### config.mk
export PLATFORM = sky130hd
export DESIGN_NAME = mflc_top
export DESIGN_NICKNAME = d
export VERILOG_FILES = /design/src/mflc_pkg.sv /design/src/mflc_reg_if.sv /design/src/mflc_lock_detect.sv /design/src/mflc_top.sv /design/src/mflc_wb_slave.sv
export SDC_FILE = /design/constraint.sdc
export NUM_CORES = 1
export LEC_CHECK = 0
export BUFFER_PORTS_ARGS = -buffer_cell sky130_fd_sc_hd__buf_2
export CAP_MARGIN = 15
export CORE_MARGIN = 8
export CORE_UTILIZATION = 40
export CTS_CLUSTER_SIZE = 12
export DETAILED_ROUTE_END_ITERATION = 10
export RECOVER_POWER = 25
export SETUP_SLACK_MARGIN = 0.02
export SLEW_MARGIN = 20
export SYNTH_ARGS = -nofsm -noshare
export SYNTH_HDL_FRONTEND = slang
export SYNTH_SLANG_ARGS = --single-unit
### constraint.sdc
create_clock -name ref_clk -period 5.3 [get_ports ref_clk]
set_clock_uncertainty 0.2 [all_clocks]
set_input_delay 0.53 -clock ref_clk [delete_from_list [all_inputs] [get_ports ref_clk]]
set_output_delay 0.53 -clock ref_clk [all_outputs]
set_load 0.01 [all_outputs]
### src/mflc_pkg.sv
// Shared constants, types and helpers for the motor fault and lock setup block
package mflc_pkg;

  // ---------------------------------------------------------------
  // Register indices (byte address is four times the index)
  // ---------------------------------------------------------------
  localparam logic [7:0] MFLC_IDX_SETUP_A = 8'h91;
  localparam logic [7:0] MFLC_IDX_SETUP_B = 8'h92;
  localparam logic [7:0] MFLC_IDX_STATUS = 8'h93;
  localparam logic [7:0] MFLC_IDX_MASK = 8'h94;
  localparam logic [7:0] MFLC_IDX_STATE = 8'h95;

  // ---------------------------------------------------------------
  // Reset values and implemented bits
  // ---------------------------------------------------------------
  localparam logic [31:0] MFLC_SETUP_A_RST = 32'h00000000;
  localparam logic [31:0] MFLC_SETUP_A_BITS = 32'h00000007;
  localparam logic [31:0] MFLC_SETUP_B_RST = 32'h00000000;
  localparam logic [5:0] MFLC_EVT_RST = 6'h00;
  localparam int MFLC_EVT_W = 6;

  // ---------------------------------------------------------------
  // Field positions
  // ---------------------------------------------------------------
  localparam int MFLC_A_IPD_TIMEOUT = 2;
  localparam int MFLC_A_IPD_FREQ = 1;
  localparam int MFLC_A_SAT = 0;
  localparam int MFLC_B_PARITY = 31;
  localparam int MFLC_B_OVS_ON = 30;
  localparam int MFLC_B_BEMF_ON = 29;
  localparam int MFLC_B_NOMTR_ON = 28;
  localparam int MFLC_B_OVS_LVL = 25;
  localparam int MFLC_B_BEMF_LVL = 22;
  localparam int MFLC_B_NOMTR_LVL = 19;
  localparam int MFLC_B_ILIM_ACT = 15;

  // Status and mask bit positions
  localparam int MFLC_S_OVS = 0;
  localparam int MFLC_S_BEMF = 1;
  localparam int MFLC_S_NOMTR = 2;
  localparam int MFLC_S_IPD_TO = 3;
  localparam int MFLC_S_IPD_FREQ = 4;
  localparam int MFLC_S_ILIM = 5;

  // ---------------------------------------------------------------
  // Threshold encodings
  // ---------------------------------------------------------------
  localparam logic [7:0] MFLC_OVS_BASE_PCT = 8'h82;
  localparam logic [7:0] MFLC_BEMF_BASE_PCT = 8'h0a;
  localparam logic [7:0] MFLC_STEP_PCT = 8'h0a;
  localparam logic [3:0] MFLC_ILIM_REPORT = 4'h8;

  typedef enum logic [0:0] {MFLC_BUS_IDLE, MFLC_BUS_ACK} mflc_bus_state_type;

  typedef struct packed {
    logic latch;
    logic retry;
    logic report;
    logic [1:0] action;
  } mflc_ilim_type;

  // Overspeed threshold in percent of maximum speed
  function automatic logic [7:0] mflc_ovs_pct(input logic [2:0] code);
    mflc_ovs_pct = 8'(MFLC_OVS_BASE_PCT + MFLC_STEP_PCT * {5'h00, code});
  endfunction : mflc_ovs_pct

  // Low back-EMF threshold in percent of expected back-EMF
  function automatic logic [7:0] mflc_bemf_pct(input logic [2:0] code);
    mflc_bemf_pct = 8'(MFLC_BEMF_BASE_PCT + MFLC_STEP_PCT * {5'h00, code});
  endfunction : mflc_bemf_pct

  // Absent-motor current threshold in milliamperes
  function automatic logic [11:0] mflc_nomtr_ma(input logic [2:0] code);
    case (code)
      3'h0: mflc_nomtr_ma = 12'h032;
      3'h1: mflc_nomtr_ma = 12'h04b;
      3'h2: mflc_nomtr_ma = 12'h064;
      3'h3: mflc_nomtr_ma = 12'h07d;
      3'h4: mflc_nomtr_ma = 12'h0fa;
      3'h5: mflc_nomtr_ma = 12'h1f4;
      3'h6: mflc_nomtr_ma = 12'h2ee;
      default: mflc_nomtr_ma = 12'h3e8;
    endcase
  endfunction : mflc_nomtr_ma

  // Current-limit lock response for a given code and event
  function automatic mflc_ilim_type mflc_ilim_decode(input logic [3:0] code,
                                                     input logic evt);
    mflc_ilim_decode.latch = evt && (code[3:2] == 2'h0);
    mflc_ilim_decode.retry = evt && (code[3:2] == 2'h1);
    mflc_ilim_decode.report = evt && (code == MFLC_ILIM_REPORT);
    mflc_ilim_decode.action = code[3] ? 2'h0 : code[1:0];
  endfunction : mflc_ilim_decode

endpackage : mflc_pkg

### src/mflc_reg_if.sv
// Register access carrier between the bus slave and the register bank
`timescale 1ns/1ns
interface mflc_reg_if;
  logic wr_en;
  logic rd_en;
  logic [7:0] idx;
  logic [31:0] wdata;
  logic [3:0] sel;
  logic [31:0] rd_data;
  logic [31:0] rdata;

  modport slave (output wr_en, output rd_en, output idx, output wdata, output sel,
                 output rd_data, input rdata);
  modport regs (input wr_en, input rd_en, input idx, input wdata, input sel,
                input rd_data, output rdata);
endinterface : mflc_reg_if

### src/mflc_lock_detect.sv
// Lock detectors comparing synchronised measurements with selected thresholds
`timescale 1ns/1ns
module mflc_lock_detect
  import mflc_pkg::*;
(
  // Clock and reset
  input wire logic ref_clk,
  input wire logic rst_n,
  // Measurements from the analog front end
  input wire logic [7:0] speed_pct,
  input wire logic [7:0] backemf_pct,
  input wire logic [11:0] current_ma,
  // Setup
  input wire logic overspeed_lock_on,
  input wire logic low_backemf_lock_on,
  input wire logic absent_motor_lock_on,
  input wire logic [2:0] overspeed_lock_level,
  input wire logic [2:0] backemf_lock_level,
  input wire logic [2:0] absent_motor_current_level,
  // Faults
  output logic ovs_fault,
  output logic bemf_fault,
  output logic nomtr_fault
);
  import mflc_pkg::*;

  logic [27:0] meta_r;
  logic [27:0] sync_r;
  logic [7:0] spd_s;
  logic [7:0] bemf_s;
  logic [11:0] cur_s;

  // Slow-moving measurement words; a torn sample only shifts one compare by a cycle
  always_ff @(posedge ref_clk) begin
    if (!rst_n) begin
      meta_r <= 28'h0000000;
      sync_r <= 28'h0000000;
    end else begin
      meta_r <= {speed_pct, backemf_pct, current_ma};
      sync_r <= meta_r;
    end
  end

  assign {spd_s, bemf_s, cur_s} = sync_r;

  always_ff @(posedge ref_clk) begin
    if (!rst_n) begin
      ovs_fault <= 1'b0;
      bemf_fault <= 1'b0;
      nomtr_fault <= 1'b0;
    end else begin
      ovs_fault <= overspeed_lock_on && (spd_s >= mflc_ovs_pct(overspeed_lock_level));
      bemf_fault <= low_backemf_lock_on && (bemf_s < mflc_bemf_pct(backemf_lock_level));
      nomtr_fault <= absent_motor_lock_on && (cur_s < mflc_nomtr_ma(absent_motor_current_level));
    end
  end
endmodule : mflc_lock_detect

### src/mflc_top.sv
// Fault and motor-lock setup register bank with lock supervision and interrupt
//
// Summary of operation
// - Setup A bit 2 enables init-position timeout fault
// - Setup A bit 1 enables init-position frequency fault
// - Setup A bit 0 gates loop saturation reports
// - Setup B sits at index 92h, resets zero
// - Setup B bit 30 enables overspeed lock
// - Setup B bit 29 enables low back-EMF lock
// - Setup B bit 28 enables absent-motor lock
// - Bits 27-25: overspeed level 130 to 200 percent
// - Bits 24-22: back-EMF level 10 to 80 percent
// - Bits 21-19: absent-motor current 0.05 to 1.0 A
// - Bits 18-15: current-limit lock response code
`timescale 1ns/1ns
module mflc_top
  import mflc_pkg::*;
(
  // Clock and reset
  input wire logic ref_clk,
  input wire logic rst_n,
  // Wishbone slave
  input wire logic wb_cyc_i,
  input wire logic wb_stb_i,
  input wire logic wb_we_i,
  input wire logic [11:0] wb_adr_i,
  input wire logic [3:0] wb_sel_i,
  input wire logic [31:0] wb_dat_i,
  output logic [31:0] wb_dat_o,
  output logic wb_ack_o,
  // Measurements (asynchronous, from the analog front end)
  input wire logic [7:0] speed_pct,
  input wire logic [7:0] backemf_pct,
  input wire logic [11:0] current_ma,
  // Events from control logic on this clock
  input wire logic ipd_timeout_evt,
  input wire logic ipd_freq_evt,
  input wire logic cur_loop_sat,
  input wire logic spd_loop_sat,
  input wire logic hw_ilimit_evt,
  // Fault outputs
  output logic overspeed_lock_fault,
  output logic low_backemf_lock_fault,
  output logic absent_motor_lock_fault,
  output logic init_position_timeout_fault,
  output logic init_position_freq_fault,
  output logic [1:0] loop_sat_report,
  // Current-limit lock response
  output logic ilim_fault_latch,
  output logic ilim_fault_retry,
  output logic ilim_report_only,
  output logic [1:0] ilim_gate_action,
  // Interrupt
  output logic irq
);
  import mflc_pkg::*;

  mflc_reg_if rif ();

  logic [31:0] setup_a_r;
  logic [31:0] setup_b_r;
  logic [5:0] status_r;
  logic [5:0] mask_r;
  logic [5:0] evt;
  logic [5:0] rd_clr;
  logic ovs_f;
  logic bemf_f;
  logic nomtr_f;
  mflc_ilim_type ilim;
  logic [3:0] ilim_code;

  // ---------------------------------------------------------------
  // Bus front end
  // ---------------------------------------------------------------
  mflc_wb_slave u_bus (
    .ref_clk(ref_clk),
    .rst_n(rst_n),
    .wb_cyc_i(wb_cyc_i),
    .wb_stb_i(wb_stb_i),
    .wb_we_i(wb_we_i),
    .wb_adr_i(wb_adr_i),
    .wb_sel_i(wb_sel_i),
    .wb_dat_i(wb_dat_i),
    .wb_dat_o(wb_dat_o),
    .wb_ack_o(wb_ack_o),
    .rif(rif)
  );

  // Byte-lane merge for partial writes
  function automatic logic [31:0] merge(input logic [31:0] old, input logic [31:0] wd,
                                        input logic [3:0] sel);
    for (int i = 0; i < 4; i++) begin
      merge[i*8 +: 8] = sel[i] ? wd[i*8 +: 8] : old[i*8 +: 8];
    end
  endfunction : merge

  // ---------------------------------------------------------------
  // Setup registers
  // ---------------------------------------------------------------
  always_ff @(posedge ref_clk) begin
    if (!rst_n) begin
      setup_a_r <= MFLC_SETUP_A_RST;
    end else if (rif.wr_en && rif.idx == MFLC_IDX_SETUP_A) begin
      setup_a_r <= merge(setup_a_r, rif.wdata, rif.sel) & MFLC_SETUP_A_BITS;
    end
  end

  // Parity bit is stored only; nothing here checks it
  always_ff @(posedge ref_clk) begin
    if (!rst_n) begin
      setup_b_r <= MFLC_SETUP_B_RST;
    end else if (rif.wr_en && rif.idx == MFLC_IDX_SETUP_B) begin
      setup_b_r <= merge(setup_b_r, rif.wdata, rif.sel);
    end
  end

  always_ff @(posedge ref_clk) begin
    if (!rst_n) begin
      mask_r <= MFLC_EVT_RST;
    end else if (rif.wr_en && rif.idx == MFLC_IDX_MASK && rif.sel[0]) begin
      mask_r <= rif.wdata[5:0];
    end
  end

  // ---------------------------------------------------------------
  // Read mux
  // ---------------------------------------------------------------
  always_comb begin
    case (rif.idx)
      MFLC_IDX_SETUP_A: rif.rdata = setup_a_r;
      MFLC_IDX_SETUP_B: rif.rdata = setup_b_r;
      MFLC_IDX_STATUS: rif.rdata = {26'h0000000, status_r};
      MFLC_IDX_MASK: rif.rdata = {26'h0000000, mask_r};
      MFLC_IDX_STATE: rif.rdata = {26'h0000000, evt};
      default: rif.rdata = 32'h00000000;
    endcase
  end

  // ---------------------------------------------------------------
  // Lock detectors
  // ---------------------------------------------------------------
  mflc_lock_detect u_lock (
    .ref_clk(ref_clk),
    .rst_n(rst_n),
    .speed_pct(speed_pct),
    .backemf_pct(backemf_pct),
    .current_ma(current_ma),
    .overspeed_lock_on(setup_b_r[MFLC_B_OVS_ON]),
    .low_backemf_lock_on(setup_b_r[MFLC_B_BEMF_ON]),
    .absent_motor_lock_on(setup_b_r[MFLC_B_NOMTR_ON]),
    .overspeed_lock_level(setup_b_r[MFLC_B_OVS_LVL +: 3]),
    .backemf_lock_level(setup_b_r[MFLC_B_BEMF_LVL +: 3]),
    .absent_motor_current_level(setup_b_r[MFLC_B_NOMTR_LVL +: 3]),
    .ovs_fault(ovs_f),
    .bemf_fault(bemf_f),
    .nomtr_fault(nomtr_f)
  );

  // ---------------------------------------------------------------
  // Fault outputs
  // ---------------------------------------------------------------
  always_ff @(posedge ref_clk) begin
    if (!rst_n) begin
      overspeed_lock_fault <= 1'b0;
      low_backemf_lock_fault <= 1'b0;
      absent_motor_lock_fault <= 1'b0;
    end else begin
      overspeed_lock_fault <= ovs_f;
      low_backemf_lock_fault <= bemf_f;
      absent_motor_lock_fault <= nomtr_f;
    end
  end

  always_ff @(posedge ref_clk) begin
    if (!rst_n) begin
      init_position_timeout_fault <= 1'b0;
      init_position_freq_fault <= 1'b0;
      loop_sat_report <= 2'h0;
    end else begin
      init_position_timeout_fault <= ipd_timeout_evt && setup_a_r[MFLC_A_IPD_TIMEOUT];
      init_position_freq_fault <= ipd_freq_evt && setup_a_r[MFLC_A_IPD_FREQ];
      loop_sat_report <= {spd_loop_sat, cur_loop_sat} & {2{setup_a_r[MFLC_A_SAT]}};
    end
  end

  // ---------------------------------------------------------------
  // Current-limit lock response
  // ---------------------------------------------------------------
  assign ilim_code = setup_b_r[MFLC_B_ILIM_ACT +: 4];
  assign ilim = mflc_ilim_decode(ilim_code, hw_ilimit_evt);

  always_ff @(posedge ref_clk) begin
    if (!rst_n) begin
      ilim_fault_latch <= 1'b0;
      ilim_fault_retry <= 1'b0;
      ilim_report_only <= 1'b0;
      ilim_gate_action <= 2'h0;
    end else begin
      ilim_fault_latch <= ilim.latch;
      ilim_fault_retry <= ilim.retry;
      ilim_report_only <= ilim.report;
      ilim_gate_action <= ilim.action;
    end
  end

  // ---------------------------------------------------------------
  // Interrupt status
  // ---------------------------------------------------------------
  assign evt = {ilim.latch | ilim.retry | ilim.report,
                init_position_freq_fault, init_position_timeout_fault,
                absent_motor_lock_fault, low_backemf_lock_fault, overspeed_lock_fault};

  // Only bits the master actually saw are cleared, so a late event survives
  assign rd_clr = (rif.rd_en && rif.idx == MFLC_IDX_STATUS) ? rif.rd_data[5:0] : 6'h00;

  always_ff @(posedge ref_clk) begin
    if (!rst_n) begin
      status_r <= MFLC_EVT_RST;
    end else begin
      status_r <= (status_r & ~rd_clr) | evt;
    end
  end

  always_ff @(posedge ref_clk) begin
    if (!rst_n) begin
      irq <= 1'b0;
    end else begin
      irq <= |(status_r & mask_r);
    end
  end
endmodule : mflc_top

### src/mflc_wb_slave.sv
// Classic Wishbone slave front end for the register bank
`timescale 1ns/1ns
module mflc_wb_slave
  import mflc_pkg::*;
(
  // Clock and reset
  input wire logic ref_clk,
  input wire logic rst_n,
  // Wishbone
  input wire logic wb_cyc_i,
  input wire logic wb_stb_i,
  input wire logic wb_we_i,
  input wire logic [11:0] wb_adr_i,
  input wire logic [3:0] wb_sel_i,
  input wire logic [31:0] wb_dat_i,
  output logic [31:0] wb_dat_o,
  output logic wb_ack_o,
  // Register side
  mflc_reg_if.slave rif
);
  import mflc_pkg::*;

  mflc_bus_state_type state_r;
  logic req;

  assign req = wb_cyc_i && wb_stb_i;

  // ---------------------------------------------------------------
  // Handshake: data captured on request, ack one cycle later
  // ---------------------------------------------------------------
  always_ff @(posedge ref_clk) begin
    if (!rst_n) begin
      state_r <= MFLC_BUS_IDLE;
    end else begin
      case (state_r)
        MFLC_BUS_IDLE: if (req) state_r <= MFLC_BUS_ACK;
        MFLC_BUS_ACK: state_r <= MFLC_BUS_IDLE;
        default: state_r <= MFLC_BUS_IDLE;
      endcase
    end
  end

  always_ff @(posedge ref_clk) begin
    if (!rst_n) begin
      wb_dat_o <= 32'h00000000;
    end else if (req && state_r == MFLC_BUS_IDLE) begin
      wb_dat_o <= wb_we_i ? 32'h00000000 : rif.rdata;
    end
  end

  assign wb_ack_o = (state_r == MFLC_BUS_ACK);

  // Effects land on the ack edge, the one edge the master commits at
  assign rif.wr_en = req && wb_ack_o && wb_we_i;
  assign rif.rd_en = req && wb_ack_o && !wb_we_i;
  assign rif.idx = wb_adr_i[9:2];
  assign rif.wdata = wb_dat_i;
  assign rif.sel = wb_sel_i;
  assign rif.rd_data = wb_dat_o;
endmodule : mflc_wb_slave
# Yosys cells after proc, flatten, opt, wreduce, memory -nomap -nowiden

Index checks and enable logic that the tools add are counted.

Register bits after elaboration: 152
Input port bits: 86
Output and inout bits: 46
Word-level logic and storage cells: 89

Add/subtract/negate cells: 2
$mul: 2
Magnitude comparators: 3
Equal/unequal tests: 13
Multiplexer cells: 7
Bitwise logic cells: 9
Reductions and logical operators: 28

Operators by type and width:

| kind                  | number |
|---|---|
| $pmux W32 S5          | 1 |
| $pmux W10 S7          | 1 |
| $eq A8 B8 Y1 const B  | 5 |
| $mux W32              | 1 |
| $logic_and A1 B1 Y1   | 18 |
| $and A6 B6 Y6         | 2 |
| $lt A12 B12 Y1        | 1 |
| $mul A3 B3 Y6 const A | 2 |
| $mux W12              | 1 |
| $reduce_and A2 Y1     | 5 |
| $eq A3 B3 Y1 const B  | 3 |
| $add A4 B7 Y8 const A | 1 |
| $add A8 B7 Y8 const A | 1 |
| $ge A8 B8 Y1          | 1 |
| $lt A8 B8 Y1          | 1 |
| $eq A3 B2 Y1 const B  | 2 |
| $mux W6               | 1 |
| $not A6 Y6            | 1 |
| $or A6 B6 Y6          | 1 |
| $reduce_or A6 Y1      | 1 |
| $eq A4 B4 Y1 const B  | 1 |
| $eq A3 B1 Y1 const B  | 1 |
| $logic_not A3 Y1      | 1 |
| $and A2 B2 Y2         | 1 |
| 8 further kinds       | 10 |

# Depth between registers and ports, before layout

Depth after elaboration: 8
Gate-level depth with buffers: 11
Mapped depth without buffers: 11

# Cells and area by module

A second synthesis with hierarchy kept.

Cell total of the unflattened synthesis: 752
Area, all modules: 7161.9 um2

By module, submodules not included:

| module           | instances | cells an instance | area each (um2) | sequential area each (um2) |
|---|---|---|---|---|
| mflc_top         | 1         | 305               | 2781.4          | 1201.2 |
| mflc_lock_detect | 1         | 222               | 2324.7          | 1141.1 |
| mflc_wb_slave    | 1         | 225               | 2055.7          | 660.6 |

# Least setup slack after synthesis

OpenSTA, ideal clock, no wires.

Path kind: flip-flop to flip-flop
From: register setup_b_r[25]
To: register u_lock.ovs_fault
Setup time: 0.138 ns
Data arrival time: 2.198 ns
Required time: 4.962 ns
Path slack: 2.764 ns
Stages on the path, launching flop included: 11
Buffers on the path: 0
Clock period less this slack: 2.536 ns
Cells stage by stage: dfxtp_1 -> ha_1 -> ha_1 -> ha_1 -> and3_1 -> and3_1 -> ha_1 -> a2111oi_0 -> a21oi_1 -> nand3_1 -> a31oi_1

Cells in the longest elaborated chain, start to end: 4

Ends and longest elaborated chain:

| element                | RTL line               | source |
|---|---|---|
| start, declared        | mflc_top.sv:61         | `logic [31:0] setup_b_r;` |
| start signal, assigned | mflc_top.sv:113        | `setup_b_r <= merge(setup_b_r, rif.wdata, rif.sel);` |
| $mul A3 B3 Y6          | mflc_pkg.sv:64         | `mflc_ovs_pct = 8'(MFLC_OVS_BASE_PCT + MFLC_STEP_PCT * {5'h00, code});` |
| $add A8 B7 Y8          | mflc_pkg.sv:64         |  |
| $ge A8 B8 Y1           | mflc_lock_detect.sv:52 | `ovs_fault <= overspeed_lock_on && (spd_s >= mflc_ovs_pct(overspeed_lock_level));` |
| $logic_and A1 B1 Y1    | mflc_lock_detect.sv:52 |  |
| end signal, assigned   | mflc_lock_detect.sv:52 |  |
| end, declared          | mflc_lock_detect.sv:21 | `output logic ovs_fault,` |

Every way passes these cells.
A chain may end at the register's enable or synchronous reset.

# Worst setup path after layout

Ends and elaborated chain as after synthesis.

==> impl_metrics.xml <==
<?xml version="1.0" encoding="UTF-8"?>
<metrics>
  <group name="routing">
    <metric name="routedWlPerCell" unit="µm">15.6</metric>
    <metric name="initialDrtViolationCount" unit="">203</metric>
    <metric name="drt_drc_violations_left" unit="">0</metric>
    <metric name="via_count" unit="">4507</metric>
    <metric name="final_antenna_net_count" unit="">0</metric>
    <metric name="post_drt_via_cell_ratio" unit="">5.06</metric>
    <metric name="drt_pre_antenna_iters" unit="">4</metric>
    <metric name="route.final.wire_length" unit="µm">13900</metric>
  </group>
  <group name="power_and_ir_drop">
    <metric name="power_density" unit="mW/mm²">351</metric>
    <metric name="ir_drop" unit="µV">208</metric>
    <metric name="p_leak" unit="nW">3.32</metric>
  </group>
  <group name="finish">
    <metric name="post-route-cell-area" unit="mm²">0.00718</metric>
    <metric name="drive_above_1_share" unit="%">24.9</metric>
    <metric name="synthToLayoutAreaGrowth" unit="%">23.6</metric>
    <metric name="antenna_diodes" unit="">0</metric>
    <metric name="filler_cell_count" unit="">1309</metric>
    <metric name="design.final.nets" unit="">809</metric>
  </group>
  <group name="synth">
    <metric name="synthesized_area_fraction_occupied_by_and_or_nand_nor_cells" unit="%">19.5</metric>
    <metric name="synth.yosys.seq_area_share" unit="%">51.7</metric>
    <metric name="syn_nets" unit="">693</metric>
    <metric name="syn_inst" unit="">577</metric>
    <metric name="synth_top_family_by_area" unit="">simple AND/OR/NAND/NOR gates</metric>
    <metric name="average_footprint_of_a_synthesized_cell" unit="µm²">10.1</metric>
    <metric name="post_synth_mux_area_share" unit="%">5.52</metric>
    <metric name="yosys.area_share.xor_xnor" unit="%">1.51</metric>
    <metric name="synth-async-reset-ratio" unit="%">0</metric>
    <metric name="flip_flop_and_latch_count_after_synthesis" unit="">150</metric>
    <metric name="yosysWarnings" unit="">0</metric>
    <metric name="synth-compound-area-share" unit="%">11.9</metric>
    <metric name="synth_fa_ha_area_share" unit="%">6.46</metric>
    <metric name="synthesis.area" unit="mm²">0.00581</metric>
    <metric name="ys.flop_type" unit="">dfxtp_1</metric>
    <metric name="synth_cell_types" unit="">49</metric>
    <metric name="count_of_flip_flops_with_a_built_in_enable_after_synthesis" unit="">0</metric>
  </group>
  <group name="critical_path">
    <metric name="criticalPathCategory" unit="">reg2reg</metric>
    <metric name="worst_path_largest_cell_delay" unit="ns">0.42</metric>
    <metric name="critical-path-top-cell-by-count" unit="">ha_1</metric>
    <metric name="worst_r2r_startpoint" unit="">setup_b_r[25]$_SDFFE_PN0P_</metric>
    <metric name="critPathCaptureType" unit="">flip-flop</metric>
    <metric name="crit_path_start" unit="">setup_b_r[25]$_SDFFE_PN0P_</metric>
    <metric name="worstReg2RegEnd" unit="">u_lock.ovs_fault$_SDFF_PN0_</metric>
    <metric name="crit_fanout" unit="">7</metric>
    <metric name="reg2reg_setup_slack" unit="ns">2.54</metric>
    <metric name="crit_end" unit="">u_lock.ovs_fault$_SDFF_PN0_</metric>
    <metric name="start_kind" unit="">flip-flop</metric>
    <metric name="crit_slowest_cell" unit="">a2111oi_0</metric>
    <metric name="reg2regPathDepth" unit="">10</metric>
    <metric name="critPathArrivalTime" unit="ns">2.83</metric>
    <metric name="critical_path_required" unit="ns">5.38</metric>
    <metric name="cell_by_cell_trace_of_the_critical_path" unit="">ha_1 &gt; ha_1 &gt; ha_1 &gt; and3_1 &gt; and3_1 &gt; ha_1 &gt; a2111oi_0 &gt; a21oi_1 &gt; nand3_1 &gt; a31oi_1</metric>
  </group>
  <group name="floorplanning">
    <metric name="die-width" unit="µm">136</metric>
    <metric name="placeableCoreArea" unit="mm²">0.0144</metric>
    <metric name="chipHeight" unit="µm">136</metric>
    <metric name="floorplan.die_area" unit="mm²">0.0186</metric>
    <metric name="row_count" unit="">44</metric>
    <metric name="ioPinCount" unit="">132</metric>
    <metric name="initial_utilization" unit="%">40.4</metric>
  </group>
  <group name="clocking">
    <metric name="clock_insertion_delay_worst_skew" unit="ns">0.41</metric>
    <metric name="clkSlewWorstSetupHoldPaths" unit="ns">0.06</metric>
    <metric name="max-clock-path-buffers" unit="">2</metric>
    <metric name="cts-htree-levels" unit="">4</metric>
    <metric name="cts_inserted_buffers" unit="">17</metric>
    <metric name="cts.repair_timing.setup_buffer_count" unit="">0</metric>
    <metric name="cell_at_the_root_of_the_clock_tree" unit="">clkbuf_16</metric>
    <metric name="postCtsResizedCells" unit="">0</metric>
    <metric name="cts.sink_count" unit="">150</metric>
    <metric name="holdBufCountCts" unit="">0</metric>
    <metric name="cts_tree" unit="">built</metric>
  </group>
  <group name="timing">
    <metric name="report.final.hold_viol_count" unit="">0</metric>
    <metric name="fmaxAchievable" unit="GHz">0.363</metric>
    <metric name="final_setup_tns" unit="ns">0</metric>
    <metric name="normalized_max_slew_margin" unit="%">-12.7</metric>
    <metric name="post_route_clock_period_utilization" unit="%">52.0</metric>
    <metric name="worst_pin_slew" unit="ns">1.69</metric>
    <metric name="fin_crit" unit="ns">2.76</metric>
    <metric name="final-setup-viol-count" unit="">0</metric>
    <metric name="grt_setup_unrepaired" unit="">no</metric>
    <metric name="final_max_tran_viols" unit="">55</metric>
  </group>
  <group name="placement">
    <metric name="postPlaceCellArea" unit="mm²">0.00655</metric>
    <metric name="gp_congestion" unit="">0.872</metric>
    <metric name="portBuffers" unit="">126</metric>
    <metric name="place_hpwl" unit="µm">9940</metric>
  </group>
  <group name="grt">
    <metric name="gr-total-overflow" unit="">0</metric>
    <metric name="via_count_of_the_first_global_routing_pass" unit="">4527</metric>
    <metric name="global_router_s_overall_resource_usage" unit="%">15.2</metric>
    <metric name="grt_antenna_before_repair" unit="">0</metric>
    <metric name="grt_first_pass_wirelength" unit="µm">22200</metric>
    <metric name="pin_count_of_the_biggest_net_entering_global_routing" unit="">104</metric>
  </group>
  <group name="outcome">
    <metric name="failed_checks" unit="">max-capacitance violations, max-slew violations</metric>
    <metric name="result_of_the_run" unit="">finished with violations</metric>
  </group>
  <group name="job">
    <metric name="maxCapViolations" unit="">1</metric>
  </group>
  <group name="min_path">
    <metric name="hold_path.class" unit="">in2reg</metric>
  </group>
</metrics>
[routing by layer]
| layer | GRT usage, % | vias up | part of all wire [%] |
|---|---|---|---|
| li1 | - | 2269 | - |
| met1 | 18.4 | 2061 | 45 |
| met2 | 23.8 | 149 | 45 |
| met3 | 4.95 | 28 | 7.7 |
| met4 | 7.44 | 0 | 2.2 |
| met5 | 0 | - | 0 |
[synth_stat cells (2+ instances only)]
| master | number | share of area [%] |
|---|---|---|
| buf_2 | 3 | 0.26 |
| a21o_1 | 2 | 0.26 |
| buf_6 | 2 | 0.39 |
| dfxtp_1 | 150 | 52 |
| a21oi_1 | 10 | 0.86 |
| mux2i_1 | 23 | 4.0 |
| and2_1 | 61 | 6.6 |
| a31oi_1 | 7 | 0.75 |
| nand3_1 | 26 | 2.2 |
| a22oi_1 | 32 | 4.1 |
| and4b_1 | 2 | 0.34 |
| mux2_2 | 8 | 1.6 |
| o21a_1 | 2 | 0.26 |
| buf_4 | 2 | 0.26 |
| nor2b_1 | 2 | 0.22 |
| clkbuf_1 | 24 | 1.6 |
| o31ai_1 | 2 | 0.26 |
| nand2_1 | 26 | 1.7 |
| o211ai_1 | 2 | 0.26 |
| nand2b_1 | 2 | 0.22 |
| o2111ai_1 | 3 | 0.45 |
| a2111oi_0 | 4 | 0.60 |
| nor4b_4 | 2 | 0.82 |
| inv_1 | 12 | 0.78 |
| nand4_1 | 4 | 0.43 |
| nand4_2 | 3 | 0.65 |
| nor2_1 | 57 | 3.7 |
| xnor2_1 | 4 | 0.60 |
| ha_1 | 30 | 6.5 |
| xor2_1 | 6 | 0.90 |
| and4_1 | 2 | 0.30 |
| a32o_1 | 3 | 0.52 |
| nand3b_1 | 2 | 0.26 |
| and3_1 | 8 | 0.86 |
| nor3_1 | 4 | 0.34 |
| o21ai_0 | 31 | 2.7 |
| a222oi_1 | 2 | 0.34 |
[worst min-delay path by stage]
stage	slack [ns]	to	from	depth (start not counted)
after floorplan	0.21	absent_motor_lock_fault$_SDFF_PN0_	u_lock.nomtr_fault$_SDFF_PN0_	1
after global placement	0.22	overspeed_lock_fault$_SDFF_PN0_	u_lock.ovs_fault$_SDFF_PN0_	1
after detailed placement	0.22	u_lock.sync_r[18]$_SDFF_PN0_	u_lock.meta_r[18]$_SDFF_PN0_	1
after CTS	0.1	u_lock.meta_r[3]$_SDFF_PN0_	current_ma[3]	2
after global routing	0.10	u_lock.meta_r[2]$_SDFF_PN0_	current_ma[2]	2
final	0.12	u_lock.meta_r[15]$_SDFF_PN0_	backemf_pct[3]	2
[power breakdown]
| group | switching, mW | internal, mW |
|---|---|---|
| Combinational | 0.0560 | 0.0458 |
| Clock | 0.472 | 0.793 |
| Sequential | 0.00583 | 1.15 |
[cell usage in the layout (no fill, tap or decap), types with 3 or more instances in the layout]
master,n
o21ai_0,31
a2111oi_0,4
and2_1,57
and3_1,8
nand4_1,4
buf_2,126
a22oi_1,32
nand3_1,26
xor2_1,6
bufinv_16,4
mux2i_1,23
o2111ai_1,3
clkbuf_16,17
mux2_2,8
nor2_1,57
a31oi_1,7
nor3_1,4
inv_1,13
nand2_1,26
buf_4,3
nand4_2,3
a21oi_1,10
ha_1,30
and2_0,4
a32o_1,3
dfxtp_1,150
clkinv_4,5
xnor2_1,4
[state kept, by name (all words and copies together) (netlist names), 3 cells and up]
register and count:
mask_r 6, u_bus.rif.rd_data 32, status_r 6, u_lock.meta_r 27, u_lock.sync_r 27, setup_b_r 32, setup_a_r 3
[final cells by class]
type                    count  area (µm²)  area share (%)
clock inverters            14         201            2.81
clock buffers              18         429            5.98
well taps                 184         230            3.21
multi-input cells         382        2610            36.4
flip-flops and latches    150        3000            41.8
repair buffers            129         653            9.10
inverters                  13        48.8           0.680
[worst max-delay path: cells and delay by family, from the launching register on]
| family | cells | cell delay (ns) |
|---|---|---|
| fa+ha+maj | 4 | 1.01 |
| flops | 1 | 0.38 |
| simple gates | 3 | 0.49 |
| compound gates | 3 | 0.55 |
[per-stage QoR]
step / cells / hold WS, ns / power (mW) / worst slack [ns] / utilization [%]
after floorplan: 577 / 0.212 / 1.23 / 2.76 / -
after global placement: 858 / 0.217 / 1.28 / 2.48 / 45.5
after detailed placement: 858 / 0.218 / 1.28 / 2.54 / 45.6
after CTS: 890 / 0.0966 / 2.55 / 2.53 / 49.9
after global routing: 890 / 0.102 / 2.63 / 2.41 / 49.9
final: 890 / 0.117 / 2.52 / 2.54 / 49.9
[cells by family after synthesis]
logic type	count (synthesis)
xor+xnor	10
fa+ha+maj	30
mux	31
flops	150
buf+inv	45
simple gates	207
compound gates	104
(Power assumes the default switching activity.)
